`src/shared/dts_pkg.sv`:
```
// Package for the drive enable interlock and safe torque off monitor.
// Assumes a 40 MHz system clock and an APB master that owns the register file.
package dts_pkg;
   // Clock and timing.
   localparam int unsigned CLK_HZ          = 40_000_000;
   localparam int unsigned TICK_MS         = 1;
   localparam int unsigned TICK_CYCLES     = CLK_HZ / 1000 * TICK_MS;
   localparam int unsigned TICK_W          = 16;
   localparam int unsigned DISC_W          = 12;
   localparam logic [11:0] DISC_MIN_MS     = 12'h032;
   localparam logic [11:0] DISC_MAX_MS     = 12'hBB8;
   // Bus voltage window in millivolts and the 90 percent margin.
   localparam int unsigned VOLT_W          = 17;
   localparam logic [16:0] VBUS_MIN_MV     = 17'h04A38;
   localparam logic [16:0] VBUS_MAX_MV     = 17'h17318;
   localparam int unsigned OV_PCT          = 90;
   localparam int unsigned PCT_FULL        = 100;
   // Position error window in encoder counts.
   localparam int unsigned POS_W           = 32;
   localparam logic [31:0] POS_ERR_LIM     = 32'h0000_1000;
   // Register byte offsets.
   localparam logic [7:0]  CTRL_OFS        = 8'h00;
   localparam logic [7:0]  DISC_OFS        = 8'h04;
   localparam logic [7:0]  OVTH_OFS        = 8'h08;
   localparam logic [7:0]  STAT_OFS        = 8'h0C;
   localparam logic [7:0]  PROF_OFS        = 8'h10;
   // Control register fields.
   localparam int unsigned CTRL_EN_REQ     = 0;
   localparam int unsigned CTRL_CMD_MODE   = 1;
   localparam int unsigned CTRL_PRESET     = 2;
   localparam int unsigned CTRL_ESTOP_CFG  = 3;
   localparam int unsigned CTRL_SAFETY_OPT = 4;
   localparam int unsigned CTRL_MOVE_REQ   = 5;
   localparam int unsigned CTRL_W          = 6;
   localparam logic [5:0]  CTRL_RESET      = 6'h10;
   // Status register fields.
   localparam int unsigned ST_ENABLED      = 0;
   localparam int unsigned ST_DRV_FAULT    = 1;
   localparam int unsigned ST_IN_A         = 2;
   localparam int unsigned ST_IN_B         = 3;
   localparam int unsigned ST_TORQUE_OFF   = 4;
   localparam int unsigned ST_FAULT_LATCH  = 5;
   localparam int unsigned ST_MOVE_OK      = 6;
   localparam int unsigned ST_DISC_ERR     = 7;
   localparam int unsigned ST_CFG_BAD      = 8;

   // Health and plant conditions that arrive from the rest of the unit.
   typedef struct packed {
      logic config_error;
      logic health_ok;
      logic over_temp;
      logic over_current;
      logic encoder_ok;
      logic stage_active;
      logic estop_input;
   } dts_plant_s;

   // Status bits reported toward the network input data.
   typedef struct packed {
      logic safety_fault_latched;
      logic safety_torque_removed;
      logic safety_input_b_state;
      logic safety_input_a_state;
      logic driver_fault;
      logic drive_enabled_flag;
   } dts_status_s;
endpackage : dts_pkg

```
`src/core/dts_monitor.sv`:
```
// Drive enable interlock and safe torque off monitor with an APB register file.
// Assumes safety inputs and plant flags arrive asynchronously; APB is on CLK.
// Function
// - Enable only in command mode with no configuration error.
// - Enable only while the health flag reads one.
// - Block enable on over-temperature or over-current.
// - Bus voltage 19 to 95 V, and below 90 percent of a set threshold.
// - Configured emergency stop input active refuses enable.
// - Encoder must be healthy and supplying a valid position.
// - Position error under 4096 counts or preset flag; preset loads profile position.
// - With safety option, torque-removed and fault-latched bits must both be zero.
// - Either safety input inactive removes stage drive; software cannot override.
// - Discrete inputs 3 and 4 serve as the redundant safety inputs.
// - Discrepancy limit accepts 0 or 50 to 3000 milliseconds.
// - Inputs differing longer than the limit is a discrepancy failure.
// - One input changing twice within the limit is a discrepancy failure.
// - A zero limit disables both discrepancy checks.
// - Drive-enabled bit is one exactly while the drive_enabled_flag.
// - Driver-fault bit follows over-temperature, over-current or inactive safety input.
// - While driver-fault is set, drive stays disabled and enable is rejected.
// - One status bit per safety input, one when active.
// - Torque-removed bit sets on inactive input, clears only with both active.
// - Fault latch sets on inactive input with active stage, or discrepancy failure.
// - On fault latch, stage is commanded off and moves are rejected.
// - Fault latch clears only on power-up reset, never by host.
// - Active emergency stop forces an immediate stop and blocks moves.
`timescale 1ns/10ps
`default_nettype none
module dts_monitor #(
   parameter int unsigned TICK_CYCLES_P = dts_pkg::TICK_CYCLES
) (
   input  wire logic                         CLK,
   input  wire logic                         RST_B,
   input  wire logic                         PSEL,
   input  wire logic                         PENABLE,
   input  wire logic                         PWRITE,
   input  wire logic [7:0]                   PADDR,
   input  wire logic [31:0]                  PWDATA,
   output logic      [31:0]                  PRDATA,
   output logic                              PREADY,
   output logic                              PSLVERR,
   input  wire logic                         SAFETY_INPUT_A,
   input  wire logic                         SAFETY_INPUT_B,
   input  wire dts_pkg::dts_plant_s          PLANT,
   input  wire logic [dts_pkg::VOLT_W-1:0]   VBUS_MV,
   input  wire logic [dts_pkg::POS_W-1:0]    ENC_POS,
   output logic                              STAGE_ENABLE,
   output logic                              PROFILE_LOAD,
   output logic                              IMMEDIATE_STOP,
   output logic                              MOVE_ALLOWED,
   output dts_pkg::dts_status_s              STATUS
);
   import dts_pkg::*;

   // Asynchronous inputs pass two flip-flops before any logic reads them.
   logic [1:0]          sa_sync, sb_sync;
   dts_plant_s          pl_s1, pl_s2;
   logic [VOLT_W-1:0]   vb_s1, vb_s2;
   logic [POS_W-1:0]    ep_s1, ep_s2;
   always_ff @(posedge CLK or negedge RST_B) begin
      if (!RST_B) begin
         sa_sync <= 2'h0;
         sb_sync <= 2'h0;
         pl_s1   <= '0;
         pl_s2   <= '0;
         vb_s1   <= '0;
         vb_s2   <= '0;
         ep_s1   <= '0;
         ep_s2   <= '0;
      end else begin
         sa_sync <= {sa_sync[0], SAFETY_INPUT_A};
         sb_sync <= {sb_sync[0], SAFETY_INPUT_B};
         pl_s1   <= PLANT;
         pl_s2   <= pl_s1;
         vb_s1   <= VBUS_MV;
         vb_s2   <= vb_s1;
         ep_s1   <= ENC_POS;
         ep_s2   <= ep_s1;
      end
   end
   logic in_a, in_b;
   assign in_a = sa_sync[1];
   assign in_b = sb_sync[1];

   // Software registers.
   logic [CTRL_W-1:0]   ctrl;
   logic [DISC_W-1:0]   disc_lim;
   logic [VOLT_W-1:0]   ov_thresh;
   logic [POS_W-1:0]    profile_pos;
   logic                cfg_bad;
   logic                wr_acc;
   logic                rd_acc;
   assign wr_acc = PSEL && PENABLE && PWRITE;
   assign rd_acc = PSEL && PENABLE && !PWRITE;

   // Legal discrepancy limit: zero or inside the millisecond window.
   function automatic logic disc_legal(input logic [DISC_W-1:0] v);
      return (v == '0) || ((v >= DISC_MIN_MS) && (v <= DISC_MAX_MS));
   endfunction : disc_legal

   // Control writes; an illegal limit is refused and flagged as a configuration error.
   always_ff @(posedge CLK or negedge RST_B) begin
      if (!RST_B) begin
         ctrl      <= CTRL_RESET;
         disc_lim  <= '0;
         ov_thresh <= '0;
         cfg_bad   <= 1'b0;
      end else if (wr_acc) begin
         unique case (PADDR)
            CTRL_OFS: ctrl <= PWDATA[CTRL_W-1:0];
            DISC_OFS: begin
               if (disc_legal(PWDATA[DISC_W-1:0]) && (PWDATA[31:DISC_W] == '0)) begin
                  disc_lim <= PWDATA[DISC_W-1:0];
                  cfg_bad  <= 1'b0;
               end else begin
                  cfg_bad  <= 1'b1;
               end
            end
            OVTH_OFS: ov_thresh <= PWDATA[VOLT_W-1:0];
            default:  ;
         endcase
      end
   end

   // Discrepancy timing on a millisecond tick.
   logic [TICK_W-1:0]   tick_cnt;
   logic                ms_tick;
   always_ff @(posedge CLK or negedge RST_B) begin
      if (!RST_B) begin
         tick_cnt <= '0;
         ms_tick  <= 1'b0;
      end else if (tick_cnt == TICK_W'(TICK_CYCLES_P - 1)) begin
         tick_cnt <= '0;
         ms_tick  <= 1'b1;
      end else begin
         tick_cnt <= tick_cnt + 1'b1;
         ms_tick  <= 1'b0;
      end
   end

   // Mismatch timer and per-input time since last change, saturating.
   logic                in_a_d, in_b_d;
   logic [DISC_W-1:0]   mis_ms, a_ms, b_ms;
   logic                disc_fail;
   logic                disc_on;
   assign disc_on = (disc_lim != '0);
   always_ff @(posedge CLK or negedge RST_B) begin
      if (!RST_B) begin
         // Match the synchroniser's reset level so no false change follows reset.
         in_a_d    <= 1'b0;
         in_b_d    <= 1'b0;
         mis_ms    <= '0;
         a_ms      <= '1;
         b_ms      <= '1;
         disc_fail <= 1'b0;
      end else begin
         in_a_d <= in_a;
         in_b_d <= in_b;
         if (in_a == in_b) mis_ms <= '0;
         else if (ms_tick && (mis_ms != '1)) mis_ms <= mis_ms + 1'b1;
         if (in_a != in_a_d) a_ms <= '0;
         else if (ms_tick && (a_ms != '1)) a_ms <= a_ms + 1'b1;
         if (in_b != in_b_d) b_ms <= '0;
         else if (ms_tick && (b_ms != '1)) b_ms <= b_ms + 1'b1;
         // Not held here; the fault latch below holds it.
         disc_fail <= disc_on && ((mis_ms > disc_lim)
                      || ((in_a != in_a_d) && (a_ms < disc_lim))
                      || ((in_b != in_b_d) && (b_ms < disc_lim)));
      end
   end

   // Interlock terms.
   logic                both_in;
   logic                drv_fault;
   logic                volt_ok;
   logic                pos_ok;
   logic                estop_act;
   logic                safety_ok;
   logic                permit;
   logic [POS_W-1:0]    pos_diff;
   logic [VOLT_W+6:0]   vb_scaled, th_scaled;
   logic                fault_latch;
   logic                torque_removed;
   assign both_in   = in_a && in_b;
   assign drv_fault = pl_s2.over_temp || pl_s2.over_current || !both_in;
   assign vb_scaled = (VOLT_W+7)'(vb_s2) * (VOLT_W+7)'(PCT_FULL);
   assign th_scaled = (VOLT_W+7)'(ov_thresh) * (VOLT_W+7)'(OV_PCT);
   assign volt_ok   = (vb_s2 >= VBUS_MIN_MV) && (vb_s2 <= VBUS_MAX_MV)
                      && ((ov_thresh == '0) || (vb_scaled < th_scaled));
   assign pos_diff  = ep_s2 - profile_pos;
   assign pos_ok    = ($signed(pos_diff) < $signed(POS_ERR_LIM))
                      && ($signed(pos_diff) > -$signed(POS_ERR_LIM));
   assign estop_act = ctrl[CTRL_ESTOP_CFG] && pl_s2.estop_input;
   assign safety_ok = !ctrl[CTRL_SAFETY_OPT] || (!torque_removed && !fault_latch);
   assign permit    = ctrl[CTRL_CMD_MODE] && !pl_s2.config_error && !cfg_bad
                      && pl_s2.health_ok
                      && !drv_fault
                      && volt_ok && !estop_act
                      && pl_s2.encoder_ok
                      && (pos_ok || ctrl[CTRL_PRESET]) && safety_ok && !fault_latch;

   // Stage drive: enables on request when permitted, drops at once when not.
   always_ff @(posedge CLK or negedge RST_B) begin
      if (!RST_B) begin
         STAGE_ENABLE <= 1'b0;
         PROFILE_LOAD <= 1'b0;
      end else begin
         STAGE_ENABLE <= ctrl[CTRL_EN_REQ] && permit;
         PROFILE_LOAD <= ctrl[CTRL_EN_REQ] && permit && !STAGE_ENABLE
                         && ctrl[CTRL_PRESET];
      end
   end

   // Profile position: host writes, or a preset from the encoder at enable.
   always_ff @(posedge CLK or negedge RST_B) begin
      if (!RST_B) profile_pos <= '0;
      else if (ctrl[CTRL_EN_REQ] && permit && !STAGE_ENABLE && ctrl[CTRL_PRESET])
         profile_pos <= ep_s2;
      else if (wr_acc && (PADDR == PROF_OFS)) profile_pos <= PWDATA;
   end

   // Safety status; the latch has no clear path except reset.
   always_ff @(posedge CLK or negedge RST_B) begin
      if (!RST_B) begin
         fault_latch    <= 1'b0;
         torque_removed <= 1'b0;
      end else begin
         if ((!both_in && pl_s2.stage_active) || disc_fail) fault_latch <= 1'b1;
         torque_removed <= !both_in;
      end
   end

   // Move gating and immediate stop.
   always_ff @(posedge CLK or negedge RST_B) begin
      if (!RST_B) begin
         IMMEDIATE_STOP <= 1'b0;
         MOVE_ALLOWED   <= 1'b0;
      end else begin
         IMMEDIATE_STOP <= estop_act;
         MOVE_ALLOWED   <= ctrl[CTRL_MOVE_REQ] && !estop_act && !fault_latch;
      end
   end

   // Status output.
   always_ff @(posedge CLK or negedge RST_B) begin
      if (!RST_B) STATUS <= '0;
      else begin
         STATUS.drive_enabled_flag    <= STAGE_ENABLE;
         STATUS.driver_fault          <= drv_fault;
         STATUS.safety_input_a_state  <= in_a;
         STATUS.safety_input_b_state  <= in_b;
         STATUS.safety_torque_removed <= torque_removed;
         STATUS.safety_fault_latched  <= fault_latch;
      end
   end

   // APB read side; zero wait states, unmapped addresses answer an error.
   logic mapped;
   assign mapped = (PADDR == CTRL_OFS) || (PADDR == DISC_OFS) || (PADDR == OVTH_OFS)
                   || (PADDR == STAT_OFS) || (PADDR == PROF_OFS);
   always_ff @(posedge CLK or negedge RST_B) begin
      if (!RST_B) begin
         PRDATA  <= '0;
         PREADY  <= 1'b0;
         PSLVERR <= 1'b0;
      end else begin
         PREADY  <= PSEL && !PENABLE;
         PSLVERR <= PSEL && !PENABLE && (!mapped || (PWRITE && (PADDR == STAT_OFS)));
         PRDATA  <= '0;
         if (PSEL && !PENABLE && !PWRITE) begin
            unique case (PADDR)
               CTRL_OFS: PRDATA <= 32'(ctrl);
               DISC_OFS: PRDATA <= 32'(disc_lim);
               OVTH_OFS: PRDATA <= 32'(ov_thresh);
               STAT_OFS: begin
                  PRDATA[ST_ENABLED]     <= STAGE_ENABLE;
                  PRDATA[ST_DRV_FAULT]   <= drv_fault;
                  PRDATA[ST_IN_A]        <= in_a;
                  PRDATA[ST_IN_B]        <= in_b;
                  PRDATA[ST_TORQUE_OFF]  <= torque_removed;
                  PRDATA[ST_FAULT_LATCH] <= fault_latch;
                  PRDATA[ST_MOVE_OK]     <= MOVE_ALLOWED;
                  PRDATA[ST_DISC_ERR]    <= disc_fail;
                  PRDATA[ST_CFG_BAD]     <= cfg_bad;
               end
               PROF_OFS: PRDATA <= profile_pos;
               default:  PRDATA <= '0;
            endcase
         end
      end
   end
   logic unused_rd;
   assign unused_rd = rd_acc;

   // Checks beside the logic.
   stage_off_a: assert property (@(posedge CLK) disable iff (!RST_B)
      !both_in |=> !STAGE_ENABLE) else $error("Stage on with safety input low.");
   fault_block_a: assert property (@(posedge CLK) disable iff (!RST_B)
      drv_fault |=> !STAGE_ENABLE) else $error("Stage on during driver fault.");
   latch_hold_a: assert property (@(posedge CLK) disable iff (!RST_B)
      fault_latch |=> fault_latch) else $error("Fault latch cleared.");
   latch_set_a: assert property (@(posedge CLK) disable iff (!RST_B)
      disc_fail |=> fault_latch) else $error("Discrepancy did not latch.");
   no_disc_a: assert property (@(posedge CLK) disable iff (!RST_B)
      (disc_lim == '0) |=> !disc_fail) else $error("Check ran with zero limit.");
   mode_gate_a: assert property (@(posedge CLK) disable iff (!RST_B)
      !ctrl[CTRL_CMD_MODE] |=> !STAGE_ENABLE) else $error("Stage on outside command mode.");
   estop_move_a: assert property (@(posedge CLK) disable iff (!RST_B)
      estop_act |=> (IMMEDIATE_STOP && !MOVE_ALLOWED)) else $error("Move during stop.");
   enab_flag_a: assert property (@(posedge CLK) disable iff (!RST_B)
      1'b1 |=> (STATUS.drive_enabled_flag == $past(STAGE_ENABLE)))
      else $error("Enabled flag wrong.");
   torque_bit_a: assert property (@(posedge CLK) disable iff (!RST_B)
      (!in_a || !in_b) ##1 1'b1 |=> STATUS.safety_torque_removed)
      else $error("Torque removed bit not set.");
   limit_legal_a: assert property (@(posedge CLK) disable iff (!RST_B)
      disc_legal(disc_lim)) else $error("Illegal limit held.");
   enable_c: cover property (@(posedge CLK) disable iff (!RST_B) $rose(STAGE_ENABLE));
   latch_c:  cover property (@(posedge CLK) disable iff (!RST_B) $rose(fault_latch));
   disc_c:   cover property (@(posedge CLK) disable iff (!RST_B) disc_fail);
   preset_c: cover property (@(posedge CLK) disable iff (!RST_B) PROFILE_LOAD);
endmodule : dts_monitor
`default_nettype wire

```
`config.mk`:
```
export PLATFORM = sky130hd
export DESIGN_NAME = dts_monitor
export DESIGN_NICKNAME = d
export VERILOG_FILES = /design/src/shared/dts_pkg.sv /design/src/core/dts_monitor.sv
export SDC_FILE = /design/constraint.sdc
export NUM_CORES = 1
export LEC_CHECK = 0
export ABC_AREA = 1
export BUFFER_PORTS_ARGS = -buffer_cell sky130_fd_sc_hd__buf_2
export CORE_MARGIN = 10
export CORE_UTILIZATION = 40
export CTS_CLUSTER_DIAMETER = 60
export CTS_CLUSTER_SIZE = 28
export DETAILED_ROUTE_END_ITERATION = 12
export GPL_ROUTABILITY_DRIVEN = 0
export PLACE_DENSITY_LB_ADDON = 0.3
export SLEW_MARGIN = 20
export SYNTH_ARGS = -nofsm -noshare
export SYNTH_HDL_FRONTEND = slang
export SYNTH_SLANG_ARGS = --single-unit
```
`constraint.sdc`:
```
create_clock -name CLK -period 7.2 [get_ports CLK]
set_input_delay 1.08 -clock CLK [delete_from_list [all_inputs] [get_ports CLK]]
set_output_delay 1.08 -clock CLK [all_outputs]
set_load 0.005 [all_outputs]
```
==> results.txt <==
CTS resizes - 0
Most frequent cells in the layout - nand2_1 (453), inv_1 (420), dfrtp_1 (259)
Ports - 147
Worst skew pair latency - 0.59 ns
Fin crit period - 6.39 ns
First-pass iteration count of the detailed router - 5
FF-to-FF path depth - 25
Crit end category - flop
Hold WS - 0.343 ns
Worst-margin pin slew - 0.886 ns
Fin crit share - 88.7%
P&R area growth vs syn - 12.6%
#FFs+latches synth - 284
Fin. Hold Viols - 0
Synth area leader - dfrtp_1
Vias in the first global route - 16,000
WP depth - 25
Post-cts hold buffer count - 0
Die H - 236 µm
Wire per inst - 16.7 µm
Total gr overflow - 0
Register area - 7140 µm²
CP bufs+invs - 3
DRC viols - 0
Most frequent CP cell - ha_1
Vias after detailed routing - 15,800
HP Start - ep_s1[8]
CTS tree - built
Share of layout cells above drive strength 1 - 11.9%
CP Data Arrival Time - 6.84 ns
Worst path max stage delay - 0.50 ns
Initial core utilization - 40.4%
Rows - 79
Run status - finished, final reports clean
Cells after Synth - 2,281
H-tree levels - 1
First-pass GRT wire length - 83.1 mm
Post-route cell area - 21,100 µm²
Nets - 2,779
Worst Setup SP - ov_thresh[2]
Post-route ant nets - 0
Die Footprint - 55,800 µm²
Setup TNS Final - 0 ns
Min-Delay Path Class - flop to flop
Worst-path fanout max - 64
CTS Buffer Depth - 3
Final setup violation count - 0
Detailed-placement wirelength estimate - 40.2 mm
Slowest stage cell, crit path - fa_1
Root Driver - clkbuf_16
Leakage - 10.9 nW
Hold path depth - 0
Most common cell after layout, fill and taps aside - nand2_1
Mean post-synth cell area - 8.20 µm²
Initial DRC count - 1,172
Yosys warns - 0
# fillers - 4,526
Worst path top cell family by delay - compound AO/OA/AOI/OAI gates
Max-slew violations - 0
RSZ-0062 raised after global routing - false
Multi-input gate area - 9790 µm²
Ys async rst share - 100%
Clock Sinks - 284
Core footprint - 46,400 µm²
Reg clk slew, reported paths - 0.09 ns
Worst-case clock skew - 0.0266 ns
Worst reg2reg path startpoint - ov_thresh[2]
Cell area after synthesis - 18,700 µm²
Pin count of the biggest net entering global routing - 134
PD cells - 184 nW/µm²
GRT Total Usage - 18.0%
Chip width - 236 µm
Relative slew slack - 40.9%
EDFF count, synth - 0
Routed wire length - 50.9 mm
Initial antenna violation count - 2
CP required - 7.65 ns
Total CTS buffers - 26
Post-Place Cell Area - 20,100 µm²
# port buffers - 146
Setup bufs post-CTS - 0
Yosys cell types - 62
Startpoint Class - flop
Post-synthesis sequential area ratio - 38.2%
Area contributors post-synth - dfrtp_1 (35%), ha_1 (14%), nand2_1 (9.1%), inv_1 (8.4%), nand3_1 (4.7%)
Synthesized Nets - 2,633
Maximum VDD drop - 0.000200 V
Max_cap viols - 0
Post-synth top flop - dfrtp_1
Crit Path Category - flop to flop
Post-synth top area share - 34.6%
Highest clock rate - 157 MHz
Via/cell ratio - 5.16
worst paths after layout:
| check | slack (ns) | endpoint |
|---|---|---|
| worst max register to register | 0.81 | profile_pos[15] |
| min in group asynchronous | 0.45 | tick_cnt[9] |
| worst min register to register | 0.34 | ep_s2[8] |
| worst min-delay path | 0.34 | ep_s2[8] |
| max in group asynchronous | 5.39 | PRDATA[7] |
| worst max-delay path | 0.81 | profile_pos[15] |
synthesized netlist by cell type, types with 5 or more instances:
cell and instances:
dfstp_2 25, xnor2_1 16, inv_1 421, dfrtp_1 259, clkbuf_1 20, buf_2 14
a21oi_1 115, nand4_1 64, a22oi_1 5, nand2_1 453, nor3_1 59, o21bai_1 7
nor2_1 125, a21oi_2 7, fa_1 38, o21ai_0 64, nor4_1 15, a221oi_1 8
nand3_1 177, a211oi_1 9, ha_1 211, nor2_2 11, xor2_1 40, nand2_2 15
o21ai_1 15, o31ai_1 5, a31oi_1 14
layer usage:
metal	wire (µm)	vias to the layer above	share of wire, %	global-route usage (%)
li1	-	7743	-	-
met1	21700	7487	42	22.1
met2	24700	461	49	31.4
met3	3120	86	6.1	3.30
met4	1430	2	2.8	5.33
met5	13	-	0.026	0
per-stage QoR:
stage                     worst slack (ns)  cells  util [%]  total power, mW
after CTS                             1.03   3054      45.4             3.93
final                                0.814   3055      45.4             3.88
after global routing                 0.417   3055      45.4             4.10
after floorplan                       2.17   2281         -             2.17
after global placement                1.27   3006      43.4             2.39
after detailed placement              1.08   3006      43.4             2.41
state kept, by name, indices dropped and copies added (netlist names), 6 cells and up:
name	count
PRDATA	32
ep_s1	32
ep_s2	32
profile_pos	32
ov_thresh	17
vb_s1	17
vb_s2	17
tick_cnt	16
a_ms	12
b_ms	12
disc_lim	12
mis_ms	12
pl_s1	7
pl_s2	7
STATUS	6
ctrl	6
cell families (layout without fill, tap and decap cells):
logic type | count (synthesis) | count (layout) | synth area share, %
AND/OR/NAND/NOR | 945 | 945 | 22.6
buffers and inverters | 466 | 632 | 9.59
flip-flops | 284 | 284 | 38.2
AO/OA/AOI/OAI | 277 | 277 | 8.60
adder cells (fa/ha/maj) | 249 | 249 | 18.2
XOR/XNOR | 56 | 56 | 2.62
multiplexers | 4 | 4 | 0.241
other | 0 | 1 | 0
area by class of cell:
class	instances	share of cell area, %
Antenna cell	1	0.0119
Clock buffer	27	3.11
Clock inverter	21	1.35
Inverter	427	7.63
Multi-Input combinational cell	1531	46.5
Sequential cell	284	33.9
Tap cell	607	3.60
Timing Repair Buffer	157	3.97
power breakdown:
group | internal, mW | leakage, nW | switching, mW
logic | 0.262 | 7.09 | 0.458
clock network | 0.735 | 0.457 | 0.763
registers | 1.64 | 3.39 | 0.0285
total | 2.63 | 10.9 | 1.25
Power figures use the tool's default switching activity.
